[src/pkg/gpw_pkg.sv]
// constants shared by the gpio port block
package gpw_pkg;

  localparam int ADDR_W = 4;
  localparam int DATA_W = 8;
  localparam int PA_W = 8;
  localparam int PB_W = 6;

  // register offsets
  localparam logic [3:0] OFS_PA_DATA = 4'h0;
  localparam logic [3:0] OFS_PB_DATA = 4'h1;
  localparam logic [3:0] OFS_PA_DIR = 4'h2;
  localparam logic [3:0] OFS_PB_DIR = 4'h3;
  localparam logic [3:0] OFS_PA_PH = 4'h4;
  localparam logic [3:0] OFS_PB_PH = 4'h5;
  localparam logic [3:0] OFS_PL = 4'h6;
  localparam logic [3:0] OFS_PB_OD = 4'h7;
  localparam logic [3:0] OFS_PA_WAKE = 4'h8;
  localparam logic [3:0] OFS_PB_WAKE = 4'h9;
  localparam logic [3:0] OFS_IRQ_FLAG = 4'hA;
  localparam logic [3:0] OFS_IRQ_EN = 4'hB;
  localparam logic [3:0] OFS_IRQ_EDGE = 4'hC;
  localparam logic [3:0] OFS_PWR = 4'hD;
  localparam logic [3:0] OFS_ALT = 4'hE;
  localparam logic [3:0] OFS_TSRC = 4'hF;

  // reset values
  localparam logic [7:0] RST_ZERO = 8'h00;
  localparam logic [7:0] RST_DIR = 8'hFF;

  // irq flag / enable bits
  localparam int IRQ_CHG_BIT = 1;
  localparam int IRQ_EXT0_BIT = 2;
  localparam int IRQ_EXT1_BIT = 3;
  localparam logic [7:0] IRQ_USED = 8'h0E;

  // edge register fields
  localparam int EDG0_LO = 0;
  localparam int EDG1_LO = 2;
  localparam int EXT_IRQ0_SELECT_BIT = 4;
  localparam int EXT_IRQ1_SELECT_BIT = 5;

  // power control fields
  localparam int PWR_PA5_PH_BIT = 4;
  localparam int PWR_GIE_BIT = 7;

  // pull-low layout: shared register fields, and the pa5 bit in the pa pull-high reg
  localparam int PL_PA_LO = 0;
  localparam int PL_PB_LO = 4;
  localparam int PA5_PL_BIT = 5;

  // alternate function control fields
  localparam int ALT_IR_BIT = 0;
  localparam int ALT_CMP_BIT = 1;
  localparam int ALT_PWM1_BIT = 2;
  localparam int ALT_BZ1_BIT = 3;
  localparam int ALT_PWM2_BIT = 4;
  localparam int ALT_BZ2_BIT = 5;

  // timer source fields
  localparam int TS_TIMER0_CLOCK_SELECT_BIT = 0;
  localparam int TS_T0LCK_BIT = 1;
  localparam int TS_TIMER1_CLOCK_SELECT_BIT = 2;
  localparam int TS_TIMER2_CLOCK_SELECT_BIT = 3;
  localparam int TS_TIMER3_CLOCK_SELECT_BIT = 4;

  // pad indices with special duties
  localparam int PAD_TCLK_B = 1;
  localparam int PAD_TCLK_A = 4;
  localparam int PAD_RST = 5;
  localparam int PAD_XIN = 6;
  localparam int PAD_XOUT = 7;
  localparam int PAD_EXT0 = 0;
  localparam int PAD_EXT1 = 1;
  localparam int PAD_PB2 = 2;
  localparam int PAD_PB3 = 3;

endpackage

[src/hdl/gpw_pin_sync.sv]
// pin synchroniser with level-change detection
`timescale 1ns/1ps
module gpw_pin_sync #(
  parameter int W = 8
) (
  input wire logic sys_clk,
  input wire logic reset,
  input wire logic [W-1:0] pin_in,
  output logic [W-1:0] level,
  output logic [W-1:0] rise,
  output logic [W-1:0] fall
);

  logic [W-1:0] meta_reg;
  logic [W-1:0] sync_reg;
  logic [W-1:0] prev_reg;

  ////////////////////////////////////////////////////////////////////////
  // first stage is read only by the second stage
  always_ff @(posedge sys_clk)
  begin
    if (reset)
    begin
      meta_reg <= '0;
      sync_reg <= '0;
      prev_reg <= '0;
    end
    else
    begin
      meta_reg <= pin_in;
      sync_reg <= meta_reg;
      prev_reg <= sync_reg;
    end
  end

  assign level = sync_reg;
  assign rise = sync_reg & ~prev_reg;
  assign fall = ~sync_reg & prev_reg;

endmodule

[src/hdl/gpw_port.sv]
// gpio ports a and b with pulls, open-drain, level-change and pad muxing
// What this block does
// [RQ1] fourteen pins, port a eight and port b six, each with a data register
// [RQ2] each pin has its own direction bit, eight for a and six for b
// [RQ3] pull-high: pa7:6,4:0 from a pull-high reg, pa5 from power bit 4, pb all
// [RQ4] pull-low: pa5 from a pull-high bit 5, pa3:0 and pb3:0 from shared reg
// [RQ5] port b open-drain per bit when output; pa5 always open-drain
// [RQ6] any change on a wake-selected pin other than a crystal pad or an external-interrupt pb0/pb1 sets port change flag, flag bit 1
// [RQ7] port change irq needs flag, enable bit 1 and global enable bit 7
// [RQ8] edge register bits 4 and 5 make pb0 and pb1 external interrupt inputs
// [RQ9] external interrupt beats level change on pb0 and pb1; pb5:2 unaffected
// [RQ10] ir carrier enable drives carrier onto pb1; otherwise no carrier
// [RQ11] with external reset selected, low on pa5 starts chip reset
// [RQ12] external crystal makes pa6 crystal input and pa7 crystal output
// [RQ13] internal rc only plus config enable puts instruction clock on pa7
// [RQ14] pa4 feeds timer0 when selected and not low-clock, and timer1 if selected
// [RQ15] pa1 feeds timer2 or timer3 when that timer selects external clock
// [RQ16] pb3 priority: comparator, then pwm1, then buzzer1
// [RQ17] pb2 priority: pwm2 over buzzer2
// [RQ18] sink strength per port: select 0 normal, select 1 large, short bit 0
// [RQ19] data write updates latch; output pin drives latch unless alt owns pad
`timescale 1ns/1ps
module gpw_port (
  input wire logic sys_clk,
  input wire logic reset,
  input wire logic [gpw_pkg::ADDR_W-1:0] reg_addr,
  input wire logic [gpw_pkg::DATA_W-1:0] reg_wdata,
  input wire logic reg_write,
  input wire logic reg_read,
  output logic [gpw_pkg::DATA_W-1:0] reg_rdata,
  output logic irq,
  input wire logic [gpw_pkg::PA_W-1:0] pa_in,
  output logic [gpw_pkg::PA_W-1:0] pa_out,
  output logic [gpw_pkg::PA_W-1:0] pa_oe_n,
  output logic [gpw_pkg::PA_W-1:0] pa_pullhigh_en,
  output logic [gpw_pkg::PA_W-1:0] pa_pulllow_en,
  input wire logic [gpw_pkg::PB_W-1:0] pb_in,
  output logic [gpw_pkg::PB_W-1:0] pb_out,
  output logic [gpw_pkg::PB_W-1:0] pb_oe_n,
  output logic [gpw_pkg::PB_W-1:0] pb_pullhigh_en,
  output logic [gpw_pkg::PB_W-1:0] pb_pulllow_en,
  input wire logic ext_reset_enable,
  input wire logic ext_high_crystal,
  input wire logic ext_crystal,
  input wire logic ext_low_crystal,
  input wire logic clock_out_enable,
  input wire logic instr_clk_level,
  input wire logic sink_current_select_a,
  input wire logic sink_short_select_a,
  input wire logic sink_current_select_b,
  input wire logic sink_short_select_b,
  input wire logic ir_carrier,
  input wire logic comparator_out,
  input wire logic pwm1_out,
  input wire logic buzzer1_out,
  input wire logic pwm2_out,
  input wire logic buzzer2_out,
  output logic ext_reset_req,
  output logic crystal_mode,
  output logic ext_timer_clock_a_t0,
  output logic ext_timer_clock_a_t1,
  output logic ext_timer_clock_b,
  output logic ir_carrier_enable,
  output logic large_sink_a,
  output logic large_sink_b
);
  import gpw_pkg::*;

  ////////////////////////////////////////////////////////////////////////
  typedef struct packed {
    logic [PA_W-1:0] port_a_data_reg;
    logic [PB_W-1:0] port_b_data_reg;
    logic [PA_W-1:0] port_a_direction;
    logic [PB_W-1:0] port_b_direction;
    logic [PA_W-1:0] port_a_pullhigh_ctl;
    logic [PB_W-1:0] port_b_pullhigh_ctl;
    logic [DATA_W-1:0] shared_pulllow_ctl;
    logic [PB_W-1:0] port_b_opendrain_ctl;
    logic [PA_W-1:0] port_a_wake_select;
    logic [PB_W-1:0] port_b_wake_select;
    logic [DATA_W-1:0] irq_flag_reg, irq_enable_reg, irq_edge_reg, power_ctl_reg;
    logic [DATA_W-1:0] alt_func_ctl, timer_src_ctl, rdata;
    logic irq;
    logic [PA_W-1:0] pa_out, pa_oe_n;
    logic [PB_W-1:0] pb_out, pb_oe_n;
    logic ext_reset_req, tclk_a_t0, tclk_a_t1, tclk_b;
  } gpw_state_s;

  gpw_state_s state_reg;
  gpw_state_s state_next;

  logic [PA_W-1:0] pa_lvl, pa_rise, pa_fall;
  logic [PB_W-1:0] pb_lvl, pb_rise, pb_fall;
  logic [PA_W-1:0] rd_a, a_out, a_drive;
  logic [PB_W-1:0] rd_b, b_out, b_drive, b_od;

  ////////////////////////////////////////////////////////////////////////
  gpw_pin_sync #(
    .W(PA_W)
  ) u_sync_a (
    .sys_clk(sys_clk),
    .reset(reset),
    .pin_in(pa_in),
    .level(pa_lvl),
    .rise(pa_rise),
    .fall(pa_fall)
  );

  gpw_pin_sync #(
    .W(PB_W)
  ) u_sync_b (
    .sys_clk(sys_clk),
    .reset(reset),
    .pin_in(pb_in),
    .level(pb_lvl),
    .rise(pb_rise),
    .fall(pb_fall)
  );

  ////////////////////////////////////////////////////////////////////////
  // static pad decisions
  logic xtal_on, clk_on_pa7, ext0_sel, ext1_sel, chg_event, ext0_event, ext1_event;
  logic [PA_W-1:0] pa_in_mode;
  logic [PB_W-1:0] pb_in_mode, ext_mask;

  assign xtal_on = ext_high_crystal | ext_crystal | ext_low_crystal; // [RQ12]
  assign clk_on_pa7 = clock_out_enable & ~xtal_on; // [RQ13]
  assign ext0_sel = state_reg.irq_edge_reg[EXT_IRQ0_SELECT_BIT]; // [RQ8]
  assign ext1_sel = state_reg.irq_edge_reg[EXT_IRQ1_SELECT_BIT]; // [RQ8]
  assign pa_in_mode = state_reg.port_a_direction;
  assign pb_in_mode = state_reg.port_b_direction;

  // external interrupt takes pb0/pb1 out of level-change detection
  always_comb
  begin
    ext_mask = '1;
    ext_mask[PAD_EXT0] = ~ext0_sel; // [RQ9]
    ext_mask[PAD_EXT1] = ~ext1_sel; // [RQ9]
  end

  // crystal pads do not take part in change detection
  logic [PA_W-1:0] pa_chg_mask;
  always_comb
  begin
    pa_chg_mask = '1;
    pa_chg_mask[PAD_XIN] = ~xtal_on;
    pa_chg_mask[PAD_XOUT] = ~xtal_on;
  end

  assign chg_event = |((pa_rise | pa_fall) & state_reg.port_a_wake_select & pa_chg_mask)
    | |((pb_rise | pb_fall) & state_reg.port_b_wake_select & ext_mask); // [RQ6] [RQ9]

  // edge code: bit0 selects falling, bit1 selects both edges
  function automatic logic edge_hit(input logic [1:0] code, input logic r, input logic f);
    edge_hit = code[1] ? (r | f) : (code[0] ? f : r);
  endfunction

  assign ext0_event = ext0_sel & edge_hit(state_reg.irq_edge_reg[EDG0_LO +: 2],
    pb_rise[PAD_EXT0], pb_fall[PAD_EXT0]); // [RQ8]
  assign ext1_event = ext1_sel & edge_hit(state_reg.irq_edge_reg[EDG1_LO +: 2],
    pb_rise[PAD_EXT1], pb_fall[PAD_EXT1]); // [RQ8]

  ////////////////////////////////////////////////////////////////////////
  // register access and state update
  always_comb
  begin
    logic [DATA_W-1:0] set_bits, clr_bits;
    set_bits = '0;
    clr_bits = '0;
    state_next = state_reg;
    state_next.rdata = RST_ZERO;

    if (reg_write)
    begin
      if (reg_addr == OFS_PA_DATA)
        state_next.port_a_data_reg = reg_wdata[PA_W-1:0]; // [RQ1] [RQ19]
      else if (reg_addr == OFS_PB_DATA)
        state_next.port_b_data_reg = reg_wdata[PB_W-1:0]; // [RQ1] [RQ19]
      else if (reg_addr == OFS_PA_DIR)
        state_next.port_a_direction = reg_wdata[PA_W-1:0]; // [RQ2]
      else if (reg_addr == OFS_PB_DIR)
        state_next.port_b_direction = reg_wdata[PB_W-1:0]; // [RQ2]
      else if (reg_addr == OFS_PA_PH)
        state_next.port_a_pullhigh_ctl = reg_wdata[PA_W-1:0];
      else if (reg_addr == OFS_PB_PH)
        state_next.port_b_pullhigh_ctl = reg_wdata[PB_W-1:0];
      else if (reg_addr == OFS_PL)
        state_next.shared_pulllow_ctl = reg_wdata;
      else if (reg_addr == OFS_PB_OD)
        state_next.port_b_opendrain_ctl = reg_wdata[PB_W-1:0];
      else if (reg_addr == OFS_PA_WAKE)
        state_next.port_a_wake_select = reg_wdata[PA_W-1:0];
      else if (reg_addr == OFS_PB_WAKE)
        state_next.port_b_wake_select = reg_wdata[PB_W-1:0];
      else if (reg_addr == OFS_IRQ_FLAG)
        clr_bits = reg_wdata & IRQ_USED;
      else if (reg_addr == OFS_IRQ_EN)
        state_next.irq_enable_reg = reg_wdata & IRQ_USED;
      else if (reg_addr == OFS_IRQ_EDGE)
        state_next.irq_edge_reg = reg_wdata;
      else if (reg_addr == OFS_PWR)
        state_next.power_ctl_reg = reg_wdata;
      else if (reg_addr == OFS_ALT)
        state_next.alt_func_ctl = reg_wdata;
      else
        state_next.timer_src_ctl = reg_wdata;
    end

    // inputs read the pin, outputs read the latch
    rd_a = (pa_lvl & pa_in_mode) | (state_reg.port_a_data_reg & ~pa_in_mode); // [RQ1]
    rd_b = (pb_lvl & pb_in_mode) | (state_reg.port_b_data_reg & ~pb_in_mode); // [RQ1]

    if (reg_read)
    begin
      if (reg_addr == OFS_PA_DATA)
        state_next.rdata = rd_a;
      else if (reg_addr == OFS_PB_DATA)
        state_next.rdata = {2'b00, rd_b};
      else if (reg_addr == OFS_PA_DIR)
        state_next.rdata = state_reg.port_a_direction;
      else if (reg_addr == OFS_PB_DIR)
        state_next.rdata = {2'b00, state_reg.port_b_direction};
      else if (reg_addr == OFS_PA_PH)
        state_next.rdata = state_reg.port_a_pullhigh_ctl;
      else if (reg_addr == OFS_PB_PH)
        state_next.rdata = {2'b00, state_reg.port_b_pullhigh_ctl};
      else if (reg_addr == OFS_PL)
        state_next.rdata = state_reg.shared_pulllow_ctl;
      else if (reg_addr == OFS_PB_OD)
        state_next.rdata = {2'b00, state_reg.port_b_opendrain_ctl};
      else if (reg_addr == OFS_PA_WAKE)
        state_next.rdata = state_reg.port_a_wake_select;
      else if (reg_addr == OFS_PB_WAKE)
        state_next.rdata = {2'b00, state_reg.port_b_wake_select};
      else if (reg_addr == OFS_IRQ_FLAG)
        state_next.rdata = state_reg.irq_flag_reg;
      else if (reg_addr == OFS_IRQ_EN)
        state_next.rdata = state_reg.irq_enable_reg;
      else if (reg_addr == OFS_IRQ_EDGE)
        state_next.rdata = state_reg.irq_edge_reg;
      else if (reg_addr == OFS_PWR)
        state_next.rdata = state_reg.power_ctl_reg;
      else if (reg_addr == OFS_ALT)
        state_next.rdata = state_reg.alt_func_ctl;
      else
        state_next.rdata = state_reg.timer_src_ctl;
    end

    // sticky flags: a new event in the clearing cycle survives
    set_bits[IRQ_CHG_BIT] = chg_event; // [RQ6]
    set_bits[IRQ_EXT0_BIT] = ext0_event; // [RQ8]
    set_bits[IRQ_EXT1_BIT] = ext1_event; // [RQ8]
    state_next.irq_flag_reg = (state_reg.irq_flag_reg & ~clr_bits) | set_bits;
    state_next.irq = state_next.power_ctl_reg[PWR_GIE_BIT]
      & |(state_next.irq_flag_reg & state_next.irq_enable_reg); // [RQ7]

    // port a: latch on output pins, alternate duties override
    a_out = state_reg.port_a_data_reg; // [RQ19]
    a_drive = ~pa_in_mode; // [RQ2]
    // pa5 is open-drain: it only ever pulls low
    a_drive[PAD_RST] = ~pa_in_mode[PAD_RST] & ~a_out[PAD_RST]
      & ~ext_reset_enable; // [RQ5] [RQ11]
    a_out[PAD_RST] = 1'b0; // [RQ5]
    if (clk_on_pa7)
      a_out[PAD_XOUT] = instr_clk_level; // [RQ13]
    a_drive[PAD_XOUT] = (a_drive[PAD_XOUT] | clk_on_pa7) & ~xtal_on; // [RQ12] [RQ13]
    a_drive[PAD_XIN] = a_drive[PAD_XIN] & ~xtal_on; // [RQ12]

    // port b: latch first, then alternate outputs in priority order
    b_out = state_reg.port_b_data_reg; // [RQ19]
    b_drive = ~pb_in_mode; // [RQ2]
    if (state_reg.alt_func_ctl[ALT_CMP_BIT])
      b_out[PAD_PB3] = comparator_out; // [RQ16]
    else if (state_reg.alt_func_ctl[ALT_PWM1_BIT])
      b_out[PAD_PB3] = pwm1_out; // [RQ16]
    else if (state_reg.alt_func_ctl[ALT_BZ1_BIT])
      b_out[PAD_PB3] = buzzer1_out; // [RQ16]
    if (state_reg.alt_func_ctl[ALT_PWM2_BIT])
      b_out[PAD_PB2] = pwm2_out; // [RQ17]
    else if (state_reg.alt_func_ctl[ALT_BZ2_BIT])
      b_out[PAD_PB2] = buzzer2_out; // [RQ17]
    if (state_reg.alt_func_ctl[ALT_IR_BIT])
      b_out[PAD_EXT1] = ir_carrier; // [RQ10]
    b_drive[PAD_PB3] |= |state_reg.alt_func_ctl[ALT_BZ1_BIT:ALT_CMP_BIT]; // [RQ16]
    b_drive[PAD_PB2] |= |state_reg.alt_func_ctl[ALT_BZ2_BIT:ALT_PWM2_BIT]; // [RQ17]
    b_drive[PAD_EXT1] |= state_reg.alt_func_ctl[ALT_IR_BIT]; // [RQ10]
    // open-drain pins only sink; a high level releases the pad
    b_od = state_reg.port_b_opendrain_ctl & ~pb_in_mode; // [RQ5]
    b_drive = b_drive & ~(b_od & b_out); // [RQ5]
    b_out = b_out & ~b_od; // [RQ5]

    state_next.pa_out = a_out;
    state_next.pa_oe_n = ~a_drive;
    state_next.pb_out = b_out;
    state_next.pb_oe_n = ~b_drive;

    // synchronised level, so reset sees no metastable pad
    state_next.ext_reset_req = ext_reset_enable & ~pa_lvl[PAD_RST]; // [RQ11]
    state_next.tclk_a_t0 = state_reg.timer_src_ctl[TS_TIMER0_CLOCK_SELECT_BIT]
      & ~state_reg.timer_src_ctl[TS_T0LCK_BIT] & pa_lvl[PAD_TCLK_A]; // [RQ14]
    state_next.tclk_a_t1 = state_reg.timer_src_ctl[TS_TIMER1_CLOCK_SELECT_BIT]
      & pa_lvl[PAD_TCLK_A]; // [RQ14]
    state_next.tclk_b = (state_reg.timer_src_ctl[TS_TIMER2_CLOCK_SELECT_BIT]
      | state_reg.timer_src_ctl[TS_TIMER3_CLOCK_SELECT_BIT]) & pa_lvl[PAD_TCLK_B]; // [RQ15]
  end

  ////////////////////////////////////////////////////////////////////////
  always_ff @(posedge sys_clk)
  begin
    if (reset)
    begin
      state_reg <= '0;
      state_reg.port_a_direction <= RST_DIR[PA_W-1:0];
      state_reg.port_b_direction <= RST_DIR[PB_W-1:0];
      state_reg.pa_oe_n <= RST_DIR[PA_W-1:0];
      state_reg.pb_oe_n <= RST_DIR[PB_W-1:0];
    end
    else
    begin
      state_reg <= state_next;
    end
  end

  ////////////////////////////////////////////////////////////////////////
  // pulls act only on input pads; crystal pads carry none
  always_comb
  begin
    pa_pullhigh_en = state_reg.port_a_pullhigh_ctl & pa_in_mode & pa_chg_mask; // [RQ3]
    pa_pullhigh_en[PAD_RST] = state_reg.power_ctl_reg[PWR_PA5_PH_BIT]
      & pa_in_mode[PAD_RST]; // [RQ3]
    pa_pulllow_en = '0;
    pa_pulllow_en[3:0] = state_reg.shared_pulllow_ctl[PL_PA_LO +: 4] & pa_in_mode[3:0]; // [RQ4]
    pa_pulllow_en[PAD_RST] = state_reg.port_a_pullhigh_ctl[PA5_PL_BIT]
      & pa_in_mode[PAD_RST]; // [RQ4]
    pb_pullhigh_en = state_reg.port_b_pullhigh_ctl & pb_in_mode; // [RQ3]
    pb_pulllow_en = '0;
    pb_pulllow_en[3:0] = state_reg.shared_pulllow_ctl[PL_PB_LO +: 4] & pb_in_mode[3:0]; // [RQ4]
  end

  assign reg_rdata = state_reg.rdata;
  assign irq = state_reg.irq;
  assign pa_out = state_reg.pa_out;
  assign pa_oe_n = state_reg.pa_oe_n;
  assign pb_out = state_reg.pb_out;
  assign pb_oe_n = state_reg.pb_oe_n;
  assign ext_reset_req = state_reg.ext_reset_req;
  assign crystal_mode = xtal_on; // [RQ12]
  assign ext_timer_clock_a_t0 = state_reg.tclk_a_t0;
  assign ext_timer_clock_a_t1 = state_reg.tclk_a_t1;
  assign ext_timer_clock_b = state_reg.tclk_b;
  assign ir_carrier_enable = state_reg.alt_func_ctl[ALT_IR_BIT]; // [RQ10]
  assign large_sink_a = sink_current_select_a & ~sink_short_select_a; // [RQ18]
  assign large_sink_b = sink_current_select_b & ~sink_short_select_b; // [RQ18]

endmodule

[config.mk]
export PLATFORM = sky130hd
export DESIGN_NAME = gpw_port
export DESIGN_NICKNAME = d
export VERILOG_FILES = /design/src/pkg/gpw_pkg.sv /design/src/hdl/gpw_pin_sync.sv /design/src/hdl/gpw_port.sv
export SDC_FILE = /design/constraint.sdc
export NUM_CORES = 1
export LEC_CHECK = 0
export BUFFER_PORTS_ARGS = -buffer_cell sky130_fd_sc_hd__buf_2
export CAP_MARGIN = 10
export CORE_MARGIN = 3
export CORE_UTILIZATION = 25
export CTS_CLUSTER_SIZE = 40
export DETAILED_ROUTE_END_ITERATION = 6
export HOLD_SLACK_MARGIN = 0.05
export PLACE_DENSITY = 0.48
export SLEW_MARGIN = 0
export SYNTH_ARGS = -nofsm -noshare
export SYNTH_HDL_FRONTEND = slang
export SYNTH_SLANG_ARGS = --single-unit
[constraint.sdc]
create_clock -name sys_clk -period 4.31 [get_ports sys_clk]
set_input_delay 0.431 -clock sys_clk [delete_from_list [all_inputs] [get_ports sys_clk]]
set_output_delay 0.431 -clock sys_clk [all_outputs]
set_load 0.05 [all_outputs]
==> metrics.txt <==
die height 193 um; Final Max Tran Viols 0; WL final 33,100 um; Switching Share 0.275; RSZ-0062 raised after global routing no; clock-pin slew on the worst setup and hold paths 70 ps; Slew HR 0.313; vias in the first global route 7,200; maxcap violations 0; Psw 1070 uW; layout cells sized above 1 0.172; Die W 193 um; maximum clock rate 0.412 GHz; dominant synthesized flop cell dfxtp_1; Synth cell types 66; register area 3800 um2; Hold Path Origin ext_reset_enable; sequential share of the synthesized area 0.436; Rows 67; leak pwr 0.00384 uW; clock power share 0.434; Max Root-Sink Buffers 2; number of synthesized flops with an enable pin 0; Internal Power 2820 uW; sequential power share 0.469; CP Max Fanout 40; Synth async-reset ratio 0; Netlist Area Pre-Place 8720 um2; Synth Warn # 0; WL/cell 21.7 um; Clock Latency Late Sink 450 ps; Synth Instances 1,038; WP data required 4650 ps; fill count 3,672; die area 37,200 um2; commonest cells after routing, fill and taps aside dfxtp_1 (190), nand2_1 (139), a21oi_1 (116); register bit total from synthesis 190; Setup Crit Path Kind in -> reg; Max VDD drop 285 uV; clock period minus worst slack 2430 ps; flop2flop setup slack 2310 ps; wire length of the first global-routing pass 48,000 um; Post-route DRC 0; Starting DRT DRC Count 859; Largest register FFs 85; Post-CTS Hold Fix Bufs 0; final period utilization 0.563; HP Class in -> reg; Layout Skew 9.90 ps; HPWL Detailed 23,400 um; GPL Wtd Cong 0.952; crit path capture type flop; worst slew pin tran 1030 ps; grt ovf 0; total track usage 0.177; Top Ports 119; I/O Buffers 112; diode count 0; Vias 7,703; total core area 34,000 um2; Power Dens Cells 393 nW/um2; Fin. Hold Viols 0; initial antenna violation count 4; CP max stage delay 750 ps; final-stage net count 1,117; Root Buffer clkbuf_16; area delta synth->final 13.4%; Initial Util 0.257; hold slack 180 ps; crit-path cells buf_2 > or2_1 > o21ai_1 > a31oi_1 > o31ai_1 > a21oi_1; largest net degree at the start of global routing 76; status finished, final reports clean; setup bufs post-CTS 0; crit path launch reg_addr[0]; Routed Antenna Nets 0; reg-to-reg startpoint u_sync_b.level[1]$_SDFF_PP0_; drt via density 5.04; # setup viols final 0; H-Tree Depth 4; combinational power share 0.096; DRT Pass-1 Iters 5; element type at the critical path start input pin; CTS tree built; Resized cells post-CTS 0; CTS sink count 190; Mean Syn Cell Area 8.41 um2; Num CTS Buffers 17; multi-input logic area 4230 um2; setup TNS 0 ps; Worst EP arrival 2760 ps; Crit-path slowest cell or2_1; leading cell type in the layout, fill and taps excluded dfxtp_1
## cells by family (layout without fill, tap and decap cells)
logic type / count (synthesis) / in the layout / share of synthesized area
compound gates: 308 / 308 / 0.211
xor+xnor: 12 / 12 / 0.0120
fa+ha+maj: 4 / 4 / 0.00574
buf+inv: 131 / 168 / 0.0816
flops: 190 / 190 / 0.436
mux: 44 / 44 / 0.0535
other cells: 1 / 6 / 0.000430
simple gates: 348 / 348 / 0.200
## critical path: cells and delay by family
family | cells | cell delay, ps
buffers and inverters | 1 | 600
AO/OA/AOI/OAI | 4 | 970
AND/OR/NAND/NOR | 1 | 750
## final cells by class
class / count / area share
clock buffers: 18 / 0.0434
clock inverters: 14 / 0.0183
inverters: 15 / 0.00569
multi-input cells: 722 / 0.428
flip-flops and latches: 190 / 0.385
well taps: 448 / 0.0567
repair buffers: 121 / 0.0638
## synth_stat cells (5+ instances only)
cell type	count	area, um2
a211o_1	7	61.3
a211oi_1	6	45.0
a21oi_1	116	581
a22oi_1	10	75.1
a31oi_1	6	37.5
and2_1	26	163
and3_1	7	43.8
buf_2	17	85.1
buf_4	47	353
clkbuf_1	47	176
dfxtp_1	190	3800
inv_1	15	56.3
mux2_2	11	124
mux2i_1	32	320
nand2_1	139	522
nand2b_1	14	87.6
nand3_1	24	120
nor2_1	41	154
nor2_2	7	43.8
nor2b_1	60	375
nor3_1	6	30.0
o211ai_1	6	45.0
o21ai_0	92	460
o221ai_1	5	43.8
o22ai_1	10	62.6
o31ai_1	7	52.6
or2_2	6	37.5
xor2_1	12	105
## metal layers
layer	wire length, um	track usage
met5	35	0
met4	1120	0.0672
met3	2520	0.0420
met2	14700	0.273
met1	14700	0.240
## power groups by stage
stage | registers (uW) | logic (uW) | clock network (uW)
floorplan | 1850 | 269 | 0
global placement | 1870 | 371 | 0
detailed placement | 1870 | 371 | 0
CTS | 1820 | 372 | 1740
global route | 1830 | 403 | 1800
finish | 1830 | 375 | 1690
## final timing paths
check | endpoint | cells after the start
hold reg to reg | u_sync_b.level[2]$_SDFF_PP0_ | 1
hold / removal | pa_oe_n[5]$_SDFF_PP1_ | 2
setup / recovery | reg_rdata[1]$_SDFF_PP0_ | 6
setup reg to reg | irq$_SDFF_PP0_ | 7
## stage by stage
| step | cells | util | setup slack [ps] | power (uW) | instance area (um2) |
|---|---|---|---|---|---|
| after floorplan | 1043 | - | 2610 | 2120 | 8740 |
| after global placement | 1496 | 0.273 | 1520 | 2240 | 9280 |
| after detailed placement | 1496 | 0.273 | 1490 | 2240 | 9280 |
| after CTS | 1528 | 0.291 | 1970 | 3930 | 9890 |
| after global routing | 1528 | 0.291 | 1720 | 4030 | 9890 |
| final | 1528 | 0.291 | 1880 | 3890 | 9890 |
(Power assumes the default switching activity.)
